==> src/verilog/lsp_pkg.sv <==
// package: register map, field layout, timing and carriers for the led sink pwm control
package lsp_pkg;

  // widths of bus and codes
  localparam int ADDR_W = 9;
  localparam int DATA_W = 8;
  localparam int CODE_W = 8;
  localparam int DUTY_W = 7;
  localparam int NUM_CH = 3;

  // register offsets, used directly as bus addresses
  localparam logic [7:0] IDX_SINK_CONTROL = 8'h47;
  localparam logic [7:0] IDX_IDLE_CODE    = 8'h48;
  localparam logic [7:0] IDX_CH1_CODE     = 8'h49;
  localparam logic [7:0] IDX_CH2_CODE     = 8'h4A;
  localparam logic [7:0] IDX_CH3_CODE     = 8'h4B;
  localparam logic [7:0] IDX_CH1_PWM      = 8'h4C;
  localparam logic [7:0] IDX_CH2_PWM      = 8'h4D;
  localparam logic [7:0] IDX_LOOP_INCLUDE = 8'h50;

  // sink_control field positions
  localparam int SC_EN1    = 0;
  localparam int SC_RAMP1  = 1;
  localparam int SC_EN2    = 2;
  localparam int SC_RAMP2  = 3;
  localparam int SC_EN3    = 4;
  localparam int SC_RAMP3  = 5;
  localparam int SC_ICONT3 = 6;
  localparam int SC_MODE   = 7;

  // pwm control and loop include field positions
  localparam int PC_DIM  = 7;
  localparam int LI_CH1  = 0;
  localparam int LI_CH2  = 1;
  localparam int LI_CH3  = 2;

  // reset values
  localparam logic [7:0] RST_SINK_CONTROL = 8'h00;
  localparam logic [7:0] RST_CODE         = 8'h00;
  localparam logic [7:0] RST_PWM          = 8'h00;
  localparam logic [2:0] RST_LOOP         = 3'h0;

  // clocks and pwm shape
  localparam longint CLK_HZ     = 200_000_000;
  localparam longint PWM_CLK_HZ = 2_000_000;
  localparam int PRESCALE       = int'(CLK_HZ / PWM_CLK_HZ);
  localparam logic [6:0] PWM_PERIOD = 7'h5F;
  localparam logic [6:0] DUTY_OFF   = 7'h00;

  // step times in their own units, then counts of 2 MHz ticks
  localparam longint RAMP_STEP_US = 1;
  localparam longint RAMP_STEP_MS = 1;
  localparam longint DIM_STEP_MS  = 40;
  localparam int RAMP_TICKS = int'(RAMP_STEP_MS * PWM_CLK_HZ / 1000);
  localparam int DIM_TICKS  = int'(DIM_STEP_MS * PWM_CLK_HZ / 1000);

  // analog end points of the logarithmic current code, in nA
  localparam int CURRENT_MIN_NA = 50_000;
  localparam int CURRENT_MAX_NA = 26_000_000;

  // register bus request
  typedef struct packed {
    logic              wr;
    logic              rd;
    logic [ADDR_W-1:0] addr;
    logic [DATA_W-1:0] wdata;
  } lsp_bus_req_t;

  // per-channel sink drive towards the analog side
  typedef struct packed {
    logic              sink_enable;
    logic              loop_include;
    logic              pwm_on;
    logic [CODE_W-1:0] drive_code;
  } lsp_sink_t;

  // bus address of a register offset
  function automatic logic [ADDR_W-1:0] reg_addr(input logic [7:0] idx);
    return {1'b0, idx};
  endfunction : reg_addr

  // one step of a code toward its target
  function automatic logic [7:0] step_toward(input logic [7:0] cur, input logic [7:0] tgt);
    logic [7:0] res;
    res = cur;
    if (cur < tgt) begin
      res = cur + 8'h01;
    end else if (cur > tgt) begin
      res = cur - 8'h01;
    end
    return res;
  endfunction : step_toward

endpackage : lsp_pkg

==> src/verilog/lsp_led_sink_pwm_control.sv <==
// module: control of three led current sinks with ramping and pwm dimming
//
// Contract
// - clearing a sink enable clears its loop include
// - ramp bit steps current one code per ms
// - channel three without current control is pwm-only
// - shared idle code feeds channels one and two, and channel three with current control
// - codes map logarithmically, 50 uA to 26 mA
// - 7-bit duty, period 95 ticks of 2 MHz
// - zero off, 95 or above always on
// - own code during duty, idle code otherwise
// - dim bit steps duty once per 40 ms
// - loop include bit selects boost regulation input
//
// Strobed register access was chosen for this implementation.
`timescale 1ns/1ps
module lsp_led_sink_pwm_control #(
  parameter int PRESCALE_CYC  = lsp_pkg::PRESCALE,
  parameter int RAMP_TICKS_2M = lsp_pkg::RAMP_TICKS,
  parameter int DIM_TICKS_2M  = lsp_pkg::DIM_TICKS
) (
  input  wire logic                        clk,
  input  wire logic                        rstn,
  input  wire lsp_pkg::lsp_bus_req_t       bus_req,
  output logic [lsp_pkg::DATA_W-1:0]       rdata,
  input  wire logic                        sink3_pwm_phase,
  output logic                             boost_current_mode,
  output lsp_pkg::lsp_sink_t               sink1_out,
  output lsp_pkg::lsp_sink_t               sink2_out,
  output lsp_pkg::lsp_sink_t               sink3_out
);

  localparam int PS_W   = $clog2(PRESCALE_CYC);
  localparam int RMP_W  = $clog2(RAMP_TICKS_2M);
  localparam int DIM_W  = $clog2(DIM_TICKS_2M);
  localparam int CODE_W = lsp_pkg::CODE_W;
  localparam int DUTY_W = lsp_pkg::DUTY_W;
  localparam int NUM_CH = lsp_pkg::NUM_CH;

  // ---- tick generation
  logic [PS_W-1:0]  ps_cnt_reg;
  logic [PS_W-1:0]  ps_cnt_next;
  logic [RMP_W-1:0] ms_cnt_reg;
  logic [RMP_W-1:0] ms_cnt_next;
  logic [DIM_W-1:0] dim_cnt_reg;
  logic [DIM_W-1:0] dim_cnt_next;
  logic             tick_2m;
  logic             ms_tick;
  logic             dim_tick;

  // 200 MHz divided down to 2 MHz, then to 1 ms and 40 ms
  assign tick_2m      = (ps_cnt_reg == PS_W'(PRESCALE_CYC - 1));
  assign ps_cnt_next  = tick_2m ? '0 : ps_cnt_reg + PS_W'(1);
  assign ms_tick      = tick_2m && (ms_cnt_reg == RMP_W'(RAMP_TICKS_2M - 1));
  assign dim_tick     = tick_2m && (dim_cnt_reg == DIM_W'(DIM_TICKS_2M - 1));
  assign ms_cnt_next  = ms_tick ? '0 : tick_2m ? ms_cnt_reg + RMP_W'(1) : ms_cnt_reg;
  assign dim_cnt_next = dim_tick ? '0 : tick_2m ? dim_cnt_reg + DIM_W'(1) : dim_cnt_reg;

  // tick counters, cleared by reset
  always_ff @(posedge clk or negedge rstn) begin
    if (!rstn) begin
      ps_cnt_reg  <= '0;
      ms_cnt_reg  <= '0;
      dim_cnt_reg <= '0;
    end else begin
      ps_cnt_reg  <= ps_cnt_next;
      ms_cnt_reg  <= ms_cnt_next;
      dim_cnt_reg <= dim_cnt_next;
    end
  end

  // ---- register bus decode
  logic wr_sc;
  logic wr_idle;
  logic wr_code1;
  logic wr_code2;
  logic wr_code3;
  logic wr_pwm1;
  logic wr_pwm2;
  logic wr_loop;
  logic [lsp_pkg::ADDR_W-1:0] a;

  assign a        = bus_req.addr;
  assign wr_sc    = bus_req.wr && a == lsp_pkg::reg_addr(lsp_pkg::IDX_SINK_CONTROL);
  assign wr_idle  = bus_req.wr && a == lsp_pkg::reg_addr(lsp_pkg::IDX_IDLE_CODE);
  assign wr_code1 = bus_req.wr && a == lsp_pkg::reg_addr(lsp_pkg::IDX_CH1_CODE);
  assign wr_code2 = bus_req.wr && a == lsp_pkg::reg_addr(lsp_pkg::IDX_CH2_CODE);
  assign wr_code3 = bus_req.wr && a == lsp_pkg::reg_addr(lsp_pkg::IDX_CH3_CODE);
  assign wr_pwm1  = bus_req.wr && a == lsp_pkg::reg_addr(lsp_pkg::IDX_CH1_PWM);
  assign wr_pwm2  = bus_req.wr && a == lsp_pkg::reg_addr(lsp_pkg::IDX_CH2_PWM);
  assign wr_loop  = bus_req.wr && a == lsp_pkg::reg_addr(lsp_pkg::IDX_LOOP_INCLUDE);

  // ---- software registers
  logic [7:0] sink_ctl_reg;
  logic [7:0] sink_ctl_next;
  logic [7:0] sc_wval;
  logic [7:0] idle_code_reg;
  logic [7:0] code_reg [NUM_CH];
  logic [7:0] pwm1_reg;
  logic [7:0] pwm2_reg;
  logic [2:0] loop_reg;
  logic [2:0] loop_next;
  logic [2:0] en_mask;

  // without current control, the channel three enable cannot be set
  assign sc_wval = bus_req.wdata[lsp_pkg::SC_ICONT3] ? bus_req.wdata :
                   (bus_req.wdata & ~(8'h01 << lsp_pkg::SC_EN3));
  assign sink_ctl_next = wr_sc ? sc_wval : sink_ctl_reg;

  // loop include bits follow the enables of the same cycle
  assign en_mask = {sink_ctl_next[lsp_pkg::SC_EN3],
                    sink_ctl_next[lsp_pkg::SC_EN2],
                    sink_ctl_next[lsp_pkg::SC_EN1]};
  assign loop_next = (wr_loop ? bus_req.wdata[2:0] : loop_reg) & en_mask;

  // register storage
  always_ff @(posedge clk or negedge rstn) begin
    if (!rstn) begin
      sink_ctl_reg  <= lsp_pkg::RST_SINK_CONTROL;
      idle_code_reg <= lsp_pkg::RST_CODE;
      code_reg[0]   <= lsp_pkg::RST_CODE;
      code_reg[1]   <= lsp_pkg::RST_CODE;
      code_reg[2]   <= lsp_pkg::RST_CODE;
      pwm1_reg      <= lsp_pkg::RST_PWM;
      pwm2_reg      <= lsp_pkg::RST_PWM;
      loop_reg      <= lsp_pkg::RST_LOOP;
    end else begin
      sink_ctl_reg <= sink_ctl_next;
      loop_reg     <= loop_next;
      if (wr_idle) begin
        idle_code_reg <= bus_req.wdata;
      end
      if (wr_code1) begin
        code_reg[0] <= bus_req.wdata;
      end
      if (wr_code2) begin
        code_reg[1] <= bus_req.wdata;
      end
      if (wr_code3) begin
        code_reg[2] <= bus_req.wdata;
      end
      if (wr_pwm1) begin
        pwm1_reg <= bus_req.wdata;
      end
      if (wr_pwm2) begin
        pwm2_reg <= bus_req.wdata;
      end
    end
  end

  // ---- current ramping
  logic [7:0] cur_reg  [NUM_CH];
  logic [7:0] cur_next [NUM_CH];
  logic [2:0] ramp_en;

  assign ramp_en = {sink_ctl_reg[lsp_pkg::SC_RAMP3],
                    sink_ctl_reg[lsp_pkg::SC_RAMP2],
                    sink_ctl_reg[lsp_pkg::SC_RAMP1]};

  // applied code: target at once, or one step per ms tick
  always_comb begin
    for (int i = 0; i < NUM_CH; i++) begin
      cur_next[i] = !ramp_en[i] ? code_reg[i] :
                    ms_tick ? lsp_pkg::step_toward(cur_reg[i], code_reg[i]) :
                    cur_reg[i];
    end
  end

  // applied current codes
  always_ff @(posedge clk or negedge rstn) begin
    if (!rstn) begin
      for (int i = 0; i < NUM_CH; i++) begin
        cur_reg[i] <= lsp_pkg::RST_CODE;
      end
    end else begin
      for (int i = 0; i < NUM_CH; i++) begin
        cur_reg[i] <= cur_next[i];
      end
    end
  end

  // ---- pwm generators for channels one and two
  logic       pwm1_on;
  logic       pwm2_on;
  logic [6:0] duty1_now;

  lsp_pwm_channel #(.DUTY_W(DUTY_W)) u_pwm1 (
    .clk         (clk),
    .rstn        (rstn),
    .tick_2m     (tick_2m),
    .dim_tick    (dim_tick),
    .duty_target (pwm1_reg[DUTY_W-1:0]),
    .duty_ramp   (pwm1_reg[lsp_pkg::PC_DIM]),
    .pwm_on      (pwm1_on),
    .duty_now    (duty1_now)
  );

  lsp_pwm_channel #(.DUTY_W(DUTY_W)) u_pwm2 (
    .clk         (clk),
    .rstn        (rstn),
    .tick_2m     (tick_2m),
    .dim_tick    (dim_tick),
    .duty_target (pwm2_reg[DUTY_W-1:0]),
    .duty_ramp   (pwm2_reg[lsp_pkg::PC_DIM]),
    .pwm_on      (pwm2_on),
    .duty_now    ()
  );

  // ---- sink drive; codes go to the logarithmic current dacs
  logic       icont3;
  logic [7:0] drv1_next;
  logic [7:0] drv2_next;
  logic [7:0] drv3_next;
  lsp_pkg::lsp_sink_t s1_reg;
  lsp_pkg::lsp_sink_t s2_reg;
  lsp_pkg::lsp_sink_t s3_reg;

  assign icont3    = sink_ctl_reg[lsp_pkg::SC_ICONT3];
  assign drv1_next = pwm1_on ? cur_reg[0] : idle_code_reg;
  assign drv2_next = pwm2_on ? cur_reg[1] : idle_code_reg;
  assign drv3_next = !icont3 ? 8'h00 :
                     sink3_pwm_phase ? cur_reg[2] : idle_code_reg;

  // registered sink outputs
  always_ff @(posedge clk or negedge rstn) begin
    if (!rstn) begin
      s1_reg <= '0;
      s2_reg <= '0;
      s3_reg <= '0;
    end else begin
      s1_reg <= '{sink_ctl_reg[lsp_pkg::SC_EN1], loop_reg[lsp_pkg::LI_CH1],
                  pwm1_on, drv1_next};
      s2_reg <= '{sink_ctl_reg[lsp_pkg::SC_EN2], loop_reg[lsp_pkg::LI_CH2],
                  pwm2_on, drv2_next};
      s3_reg <= '{sink_ctl_reg[lsp_pkg::SC_EN3] & icont3,
                  loop_reg[lsp_pkg::LI_CH3] & icont3,
                  sink3_pwm_phase, drv3_next};
    end
  end

  assign sink1_out          = s1_reg;
  assign sink2_out          = s2_reg;
  assign sink3_out          = s3_reg;
  assign boost_current_mode = sink_ctl_reg[lsp_pkg::SC_MODE];

  // ---- read path, data in the cycle after the strobe only
  logic [7:0] rd_mux;
  logic [7:0] rdata_reg;

  assign rd_mux =
    (a == lsp_pkg::reg_addr(lsp_pkg::IDX_SINK_CONTROL)) ? sink_ctl_reg  :
    (a == lsp_pkg::reg_addr(lsp_pkg::IDX_IDLE_CODE))    ? idle_code_reg :
    (a == lsp_pkg::reg_addr(lsp_pkg::IDX_CH1_CODE))     ? code_reg[0]   :
    (a == lsp_pkg::reg_addr(lsp_pkg::IDX_CH2_CODE))     ? code_reg[1]   :
    (a == lsp_pkg::reg_addr(lsp_pkg::IDX_CH3_CODE))     ? code_reg[2]   :
    (a == lsp_pkg::reg_addr(lsp_pkg::IDX_CH1_PWM))      ? pwm1_reg      :
    (a == lsp_pkg::reg_addr(lsp_pkg::IDX_CH2_PWM))      ? pwm2_reg      :
    (a == lsp_pkg::reg_addr(lsp_pkg::IDX_LOOP_INCLUDE)) ? {5'h00, loop_reg} :
    8'h00; // unmapped reads zero

  // read data register
  always_ff @(posedge clk or negedge rstn) begin
    if (!rstn) begin
      rdata_reg <= 8'h00;
    end else begin
      rdata_reg <= bus_req.rd ? rd_mux : 8'h00;
    end
  end

  assign rdata = rdata_reg;

  // ---- checks
  a_en1_loop_clear: assert property (@(posedge clk) disable iff (!rstn)
    !sink_ctl_reg[lsp_pkg::SC_EN1] |-> !loop_reg[lsp_pkg::LI_CH1])
    else $error("loop include one set with sink one disabled");

  a_disable_clears: assert property (@(posedge clk) disable iff (!rstn)
    wr_sc && !bus_req.wdata[lsp_pkg::SC_EN2] |=> ##1 !sink2_out.loop_include)
    else $error("disabling sink two left loop include on");

  a_ramp_hold: assert property (@(posedge clk) disable iff (!rstn)
    ramp_en[0] && !ms_tick |=> $stable(cur_reg[0]))
    else $error("ramped current moved without a ms tick");

  a_ramp_step: assert property (@(posedge clk) disable iff (!rstn)
    ramp_en[0] && ms_tick && cur_reg[0] > code_reg[0]
    |=> cur_reg[0] == $past(cur_reg[0]) - 8'h01)
    else $error("ramped current did not step down by one");

  a_no_ramp_direct: assert property (@(posedge clk) disable iff (!rstn)
    !ramp_en[0] |=> cur_reg[0] == $past(code_reg[0]))
    else $error("unramped current did not apply at once");

  a_ch3_pwm_only: assert property (@(posedge clk) disable iff (!rstn)
    !icont3 |=> !sink3_out.sink_enable && !sink3_out.loop_include
                && sink3_out.drive_code == 8'h00)
    else $error("channel three not pwm-only without current control");

  a_dim_down_step: assert property (@(posedge clk) disable iff (!rstn)
    pwm1_reg[lsp_pkg::PC_DIM] && dim_tick && duty1_now > pwm1_reg[DUTY_W-1:0]
    |=> duty1_now == $past(duty1_now) - 7'h01)
    else $error("dimmed duty did not step down by one");

  a_idle_code: assert property (@(posedge clk) disable iff (!rstn)
    !pwm1_on |=> sink1_out.drive_code == $past(idle_code_reg))
    else $error("idle phase did not drive the shared idle code");

  a_ms_spacing: assert property (@(posedge clk) disable iff (!rstn)
    ms_tick |-> ms_cnt_reg == RMP_W'(RAMP_TICKS_2M - 1) && tick_2m)
    else $error("ms tick at the wrong count");

  a_prescale: assert property (@(posedge clk) disable iff (!rstn)
    tick_2m |=> !tick_2m)
    else $error("2 MHz tick lasted more than one cycle");

endmodule : lsp_led_sink_pwm_control

==> src/verilog/lsp_pwm_channel.sv <==
// module: one pwm generator with duty dimming
`timescale 1ns/1ps
module lsp_pwm_channel #(
  parameter int DUTY_W = lsp_pkg::DUTY_W
) (
  input  wire logic              clk,
  input  wire logic              rstn,
  input  wire logic              tick_2m,
  input  wire logic              dim_tick,
  input  wire logic [DUTY_W-1:0] duty_target,
  input  wire logic              duty_ramp,
  output logic                   pwm_on,
  output logic      [DUTY_W-1:0] duty_now
);

  logic [6:0]        phase_reg;
  logic [6:0]        phase_next;
  logic [DUTY_W-1:0] duty_reg;
  logic [DUTY_W-1:0] duty_next;
  logic              on_reg;
  logic              on_next;
  logic [7:0]        duty_step;

  // phase counter over 95 ticks of 2 MHz
  assign phase_next = !tick_2m ? phase_reg :
                      (phase_reg == lsp_pkg::PWM_PERIOD - 7'h01) ? 7'h00 :
                      phase_reg + 7'h01;

  // duty: instant when dimming off, else one step per dim tick
  assign duty_step = lsp_pkg::step_toward({1'b0, duty_reg}, {1'b0, duty_target});
  assign duty_next = !duty_ramp ? duty_target :
                     dim_tick   ? duty_step[DUTY_W-1:0] : duty_reg;

  // zero off, 95 and above always on, else on while phase below duty
  assign on_next = (duty_reg >= lsp_pkg::PWM_PERIOD) ? 1'b1 :
                   (duty_reg == lsp_pkg::DUTY_OFF)   ? 1'b0 :
                   (phase_reg < duty_reg);

  // state registers
  always_ff @(posedge clk or negedge rstn) begin
    if (!rstn) begin
      phase_reg <= 7'h00;
      duty_reg  <= '0;
      on_reg    <= 1'b0;
    end else begin
      phase_reg <= phase_next;
      duty_reg  <= duty_next;
      on_reg    <= on_next;
    end
  end

  assign pwm_on   = on_reg;
  assign duty_now = duty_reg;

  a_period_wrap: assert property (@(posedge clk) disable iff (!rstn)
    tick_2m && phase_reg == 7'h5E |=> phase_reg == 7'h00)
    else $error("pwm phase did not wrap after 95 ticks");

  a_phase_bound: assert property (@(posedge clk) disable iff (!rstn)
    phase_reg < 7'h5F)
    else $error("pwm phase beyond period");

  a_full_on: assert property (@(posedge clk) disable iff (!rstn)
    duty_reg >= 7'h5F |=> pwm_on)
    else $error("full duty did not hold output on");

  a_zero_off: assert property (@(posedge clk) disable iff (!rstn)
    duty_reg == 7'h00 |=> !pwm_on)
    else $error("zero duty did not hold output off");

  a_dim_hold: assert property (@(posedge clk) disable iff (!rstn)
    duty_ramp && !dim_tick |=> $stable(duty_now))
    else $error("dimmed duty moved without a dim tick");

  a_dim_up_step: assert property (@(posedge clk) disable iff (!rstn)
    duty_ramp && dim_tick && duty_now < duty_target
    |=> duty_now == $past(duty_now) + 7'h01)
    else $error("dimmed duty did not step by one");

  a_instant_duty: assert property (@(posedge clk) disable iff (!rstn)
    !duty_ramp |=> duty_now == $past(duty_target))
    else $error("undimmed duty did not apply at once");

endmodule : lsp_pwm_channel

==> config.mk <==
export PLATFORM = sky130hd
export DESIGN_NAME = lsp_led_sink_pwm_control
export DESIGN_NICKNAME = d
export VERILOG_FILES = /design/src/verilog/lsp_pkg.sv /design/src/verilog/lsp_led_sink_pwm_control.sv /design/src/verilog/lsp_pwm_channel.sv
export SDC_FILE = /design/constraint.sdc
export NUM_CORES = 1
export LEC_CHECK = 0
export BUFFER_PORTS_ARGS = -buffer_cell sky130_fd_sc_hd__buf_2
export CAP_MARGIN = 30
export CORE_UTILIZATION = 59
export DETAILED_ROUTE_END_ITERATION = 16
export GPL_ROUTABILITY_DRIVEN = 0
export PLACE_DENSITY = 0.86
export REMOVE_ABC_BUFFERS = 1
export SETUP_SLACK_MARGIN = 0.5
export SLEW_MARGIN = 0
export SYNTH_ARGS = -nofsm -noshare
export SYNTH_HDL_FRONTEND = slang
export SYNTH_SLANG_ARGS = --single-unit
==> constraint.sdc <==
create_clock -name clk -period 5.53 [get_ports clk]
set_clock_uncertainty 0.1 [all_clocks]
set_input_delay 1.106 -clock clk [delete_from_list [all_inputs] [get_ports clk]]
set_output_delay 1.106 -clock clk [all_outputs]
set_load 0.01 [all_outputs]
# == Yosys cells after proc, flatten, opt, wreduce, memory -nomap -nowiden ==
# Index checks and enable logic that the tools add are counted.
# word_totals
regBits,189
latchBits,0
ram_bits,0
mem_bits_ro,0
inputBits,22
output_inout_bits,42
wordCells,155
memories,0
# classes
addsub,15
multipliers,0
div,0
order_cmp,14
eq_ne,23
shifts,0
n_mux,47
bitwise,3
reduce_logical,19
# ops
cell,count
$mux W8,24
$mux W7,12
$eq A9 B7 Y1 const B,8
$add A7 B1 Y7 const B,5
$mux W17,2
$lt A7 B7 Y1,4
$add A8 B1 Y8 const B,3
$gt A8 B8 Y1,3
$lt A8 B8 Y1,3
$sub A8 B1 Y8 const B,3
$mux W11,2
$eq A7 B7 Y1 const B,3
$add A17 B1 Y17 const B,1
$eq A17 B17 Y1 const B,1
$ne A3 B1 Y1 const B,5
$ge A7 B7 Y1 const B,2
$gt A7 B7 Y1,2
$logic_not A7 Y1,2
$sub A7 B1 Y7 const B,2
$add A11 B1 Y11 const B,1
$eq A11 B11 Y1 const B,1
$logic_and A1 B1 Y1,10
$ne A2 B2 Y1 const B,5
$reduce_and A2 Y1,5
6 further kinds,12

# == Depth between registers and ports, before layout ==
# logic_depth
depth_word,10
ltp_mapped,14
depth_no_buf,14

# == Modules after synthesis ==
# Synthesis repeated with hierarchy kept, for this count alone.
# unflattened
hier_cells,1089
area_unflattened_um2,10966.8
# modules_own_cells
mod,instances,cells_per_inst,area_each_um2,seq_area_each_um2
lsp_led_sink_pwm_control,1,791,8381.8,3978.8
lsp_pwm_channel,2,149,1292.5,375.4

# == Worst setup path before layout ==
# OpenSTA, ideal clock, no wires.
# synth_path
path_type,input -> register
start,input port bus_req[16] (netlist name)
end,register code_reg[8] (netlist name)
setup_time_ps,127
arrival_ps,3119
t_required_ps,5303
setup_slack_ps,2183
path_stages,9
n_path_buf,3
cell_sequence,or4b_4 or2_1 buf_6 or3_1 buf_6 clkinv_2 and3_1 buf_6 mux2_1
# synth_via
elab_chain_cells,2
# synth_lines
element,line,rtl
start: declaration,lsp_led_sink_pwm_control.sv:24,"input wire lsp_pkg::lsp_bus_req_t bus_req,"
$eq A9 B7 Y1,lsp_led_sink_pwm_control.sv:87,assign wr_code2 = bus_req.wr && a == lsp_pkg::reg_addr(lsp_pkg::IDX_CH2_CODE);
$logic_and A1 B1 Y1,lsp_led_sink_pwm_control.sv:87,
end: declaration,lsp_led_sink_pwm_control.sv:98,logic [7:0] code_reg [NUM_CH];
# Every way passes these cells.
# A chain may end at the register's enable or synchronous reset.

# == Worst setup path after layout ==
# layout_path
start,register code_reg[11] (netlist name)
end,register cur_reg[15] (netlist name)
# layout_via
elab_chain_cells,4
word_cells_on_any_way,7
cone_classes,2 x order compare; 1 x eq/ne; 3 x mux; 1 x reduce/logical
# layout_lines
element,line,rtl
$lt A8 B8 Y1,lsp_pkg.sv:86,if (cur < tgt) begin
$mux W8,lsp_pkg.sv:86,
$mux W8,lsp_led_sink_pwm_control.sv:164,"ms_tick ? lsp_pkg::step_toward(cur_reg[i], code_reg[i]) :"
$mux W8,lsp_led_sink_pwm_control.sv:163,cur_next[i] = !ramp_en[i] ? code_reg[i] :
end signal: indexed assignment,lsp_led_sink_pwm_control.sv:173,cur_reg[i] <= lsp_pkg::RST_CODE;
end signal: indexed assignment,lsp_led_sink_pwm_control.sv:177,cur_reg[i] <= cur_next[i];
end: declaration,lsp_led_sink_pwm_control.sv:152,logic [7:0] cur_reg [NUM_CH];
# Several ways; a longest one is shown, not always the timed one. The select of a mux whose other input is x is not followed.

==> results.sh <==
export IMPL_cts_tree="built"
export IMPL_maxCapViolations=0
export IMPL_vdd_drop_max_uv=238
export IMPL_viasPerCell=6.12
export IMPL_cts_hold_fix_buffers=0
export IMPL_hold_class="reg -> reg"
export IMPL_finalMaxSlewViolations=0
export IMPL_startpoint_type="register"
export IMPL_cts_buffers=17
export IMPL_worst_path_max_fanout=9
export IMPL_post_cts_resized=0
export IMPL_status="finished, final reports clean"
export IMPL_async_reset_ff_frac=1.00
export IMPL_path_class="reg -> reg"
export IMPL_rows=49
export IMPL_grt_pass1_vias=8314
export IMPL_reg2reg_from="code_reg[11]"
export IMPL_drc=0
export IMPL_slew_headroom=0.369
export IMPL_grt_antenna_before_repair=0
export IMPL_finalHoldViolations=0
export IMPL_cts_setup_buffers=0
export IMPL_die_x_microns=137
export IMPL_cts_root_buf="clkbuf_16"
export IMPL_hold_end="sink1_out[9]"
export IMPL_drtIter0Drc=869
export IMPL_drive_gt1_frac=0.142
export IMPL_cts_sinks=189
export IMPL_synth_seq_cells=189
export IMPL_grt_max_degree=108
export IMPL_clk_path_buf_depth=2
export IMPL_rsz0062_at_grt="no"
export IMPL_syn_area_per_cell_sq_um=9.84
export IMPL_core_sq_mm=0.0180
export IMPL_worst_pin_slew_ps=940
export IMPL_fmax_mhz=263
export IMPL_power_density_mw_per_mm2=299
export IMPL_dp_hpwl_mm=17.8
export IMPL_port_buffers=63
export IMPL_synth_area_sq_mm=0.0108
export IMPL_diodes=0
export IMPL_hp_start="loop_reg[0]"
export IMPL_ioPinCount=64
export IMPL_wl_per_cell_microns=18.1
export IMPL_post_route_period_util=0.687
export IMPL_synth_warning_count=0
export IMPL_holdPathStages=0
export IMPL_layout_min_cycle_time_ps=3800
export IMPL_vias=8544
export IMPL_nets=1269
export IMPL_worst_r2r_path_depth=14
export IMPL_ys_types=60
export IMPL_grt_overflow=0
export IMPL_total_power_mw=3.57
export IMPL_synth_ff_type="dfrtp_1"
export IMPL_synthCells=1099
export IMPL_critPathArrivalTime_ps=4030
export IMPL_layout_common_cells="dfrtp_1, nand2_1, a21oi_1, ha_1, nor2_1"
export IMPL_final_common_cell="dfrtp_1"
export IMPL_setup_viol=0
export IMPL_grt_pass1_wl_mm=41.2
export IMPL_worst_ep_required_time_ps=5760
export IMPL_dieArea_sq_mm=0.0189
export IMPL_die_y_microns=137
export IMPL_ctsHtreeMaxLevel=4
export IMPL_clkLatencyLatePin_ps=440
export IMPL_r2r_setup_slack_ps=1730
export IMPL_leakage_nw=5.90
export IMPL_area_growth_pct=10.6
export IMPL_reg2reg_to="cur_reg[15]"
export IMPL_seq_area_frac_synth=0.437
export IMPL_start_util=0.602
export IMPL_cp_end_kind="register"
export IMPL_grt_use_total=0.287
export IMPL_synth_edf_count=0
export IMPL_clkTransAtPathRegs_ps=80
export IMPL_dr_pass1_iters=8
export IMPL_drt_wl_total_mm=25.3
export IMPL_fin_tns_setup_ps=0
export IMPL_drtAntennaViolNets=0
==> power by group <==
part,switching [mW],total [mW],internal [mW]
sequential,0.0458,1.46,1.42
clock,0.599,1.35,0.753
combinational,0.434,0.762,0.327
==> through the flow <==
stage	hold slack, ps	util	worst slack, ps	cells	instance area (sq um)
2_1_floorplan	269	-	1990	1066	10600
3_5_place_dp	312	0.629	1690	1364	11300
5_1_grt	371	0.666	1500	1396	12000
3_3_place_gp	313	0.629	1740	1364	11300
6_report	339	0.666	1730	1396	12000
4_1_cts	336	0.666	1700	1396	12000
==> cell usage after synthesis, drive strengths merged, types with 4 or more instances <==
cell type / n / area share
a211oi: 5 / 0.0035
nor2: 86 / 0.030
o31ai: 7 / 0.0049
nor2b: 14 / 0.0081
o21a: 5 / 0.0035
inv: 71 / 0.025
mux2: 51 / 0.053
fa: 5 / 0.0093
a31oi: 5 / 0.0029
nor4: 4 / 0.0023
o21bai: 7 / 0.0049
or3: 6 / 0.0035
o211ai: 5 / 0.0035
and3: 12 / 0.0069
mux2i: 36 / 0.033
nand2: 113 / 0.040
a21oi: 90 / 0.042
o21ai: 79 / 0.038
a21boi: 4 / 0.0028
a221oi: 5 / 0.0041
o22ai: 8 / 0.0046
a21o: 15 / 0.010
nand2b: 6 / 0.0035
buf: 12 / 0.0081
ha: 88 / 0.10
and2: 5 / 0.0029
xor2: 15 / 0.012
nor3: 18 / 0.0098
clkbuf: 21 / 0.0073
and4: 6 / 0.0049
a22o: 7 / 0.0057
nand4: 17 / 0.010
dfrtp: 189 / 0.44
xnor2: 41 / 0.033
nand3: 20 / 0.010
==> worst max-delay path, cell delays in order, from the launching register on <==
cell and delay (ps):
dfrtp_1 390, inv_1 100, ha_1 320, nand2_1 80, a21oi_1 210, nor2_1 90, o21bai_1 640, ha_1 370
a21oi_1 190, o2111ai_1 210, a21o_1 230, a21oi_1 180, xnor2_1 160, mux2i_1 100, a311o_1 320
==> layer usage <==
layer	vias to the layer above	track usage	wire [microns]
met5	-	0	0
met1	4149	0.388	10800
met3	87	0.0574	1820
li1	3970	-	-
met2	338	0.447	11700
met4	0	0.128	886
==> area by class of cell <==
| class | instances | area, sq um |
|---|---|---|
| timing repair buffer | 69 | 369 |
| sequential | 189 | 4730 |
| clock inverter | 14 | 223 |
| fill | 1301 | 6000 |
| clock buffer | 18 | 439 |
| tap | 229 | 287 |
| inverter | 72 | 272 |
| multi-input combinational | 805 | 5640 |
==> how the worst max path moves through the flow <==
stage                     cells past startpoint  slack, ps          end         start
after floorplan                               6       1990  code_reg[8]   bus_req[16]
after global placement                        7       1740  code_reg[8]   bus_req[16]
after CTS                                    14       1700  cur_reg[15]  code_reg[11]
final                                        14       1730  cur_reg[15]  code_reg[11]
after detailed placement                      7       1690  code_reg[8]   bus_req[16]
after global routing                         14       1500  cur_reg[15]  code_reg[11]
==> logic make-up after synthesis <==
group	count (synthesis)	synth area share
adders and majority gates	93	0.111
AOI/OAI and AO/OA	252	0.138
xor gates and xnor gates	56	0.0454
buffers and inverters	105	0.0405
muxes	87	0.0864
and+or+nand+nor	317	0.141
DFF	189	0.437
(Power assumes the default switching activity.)
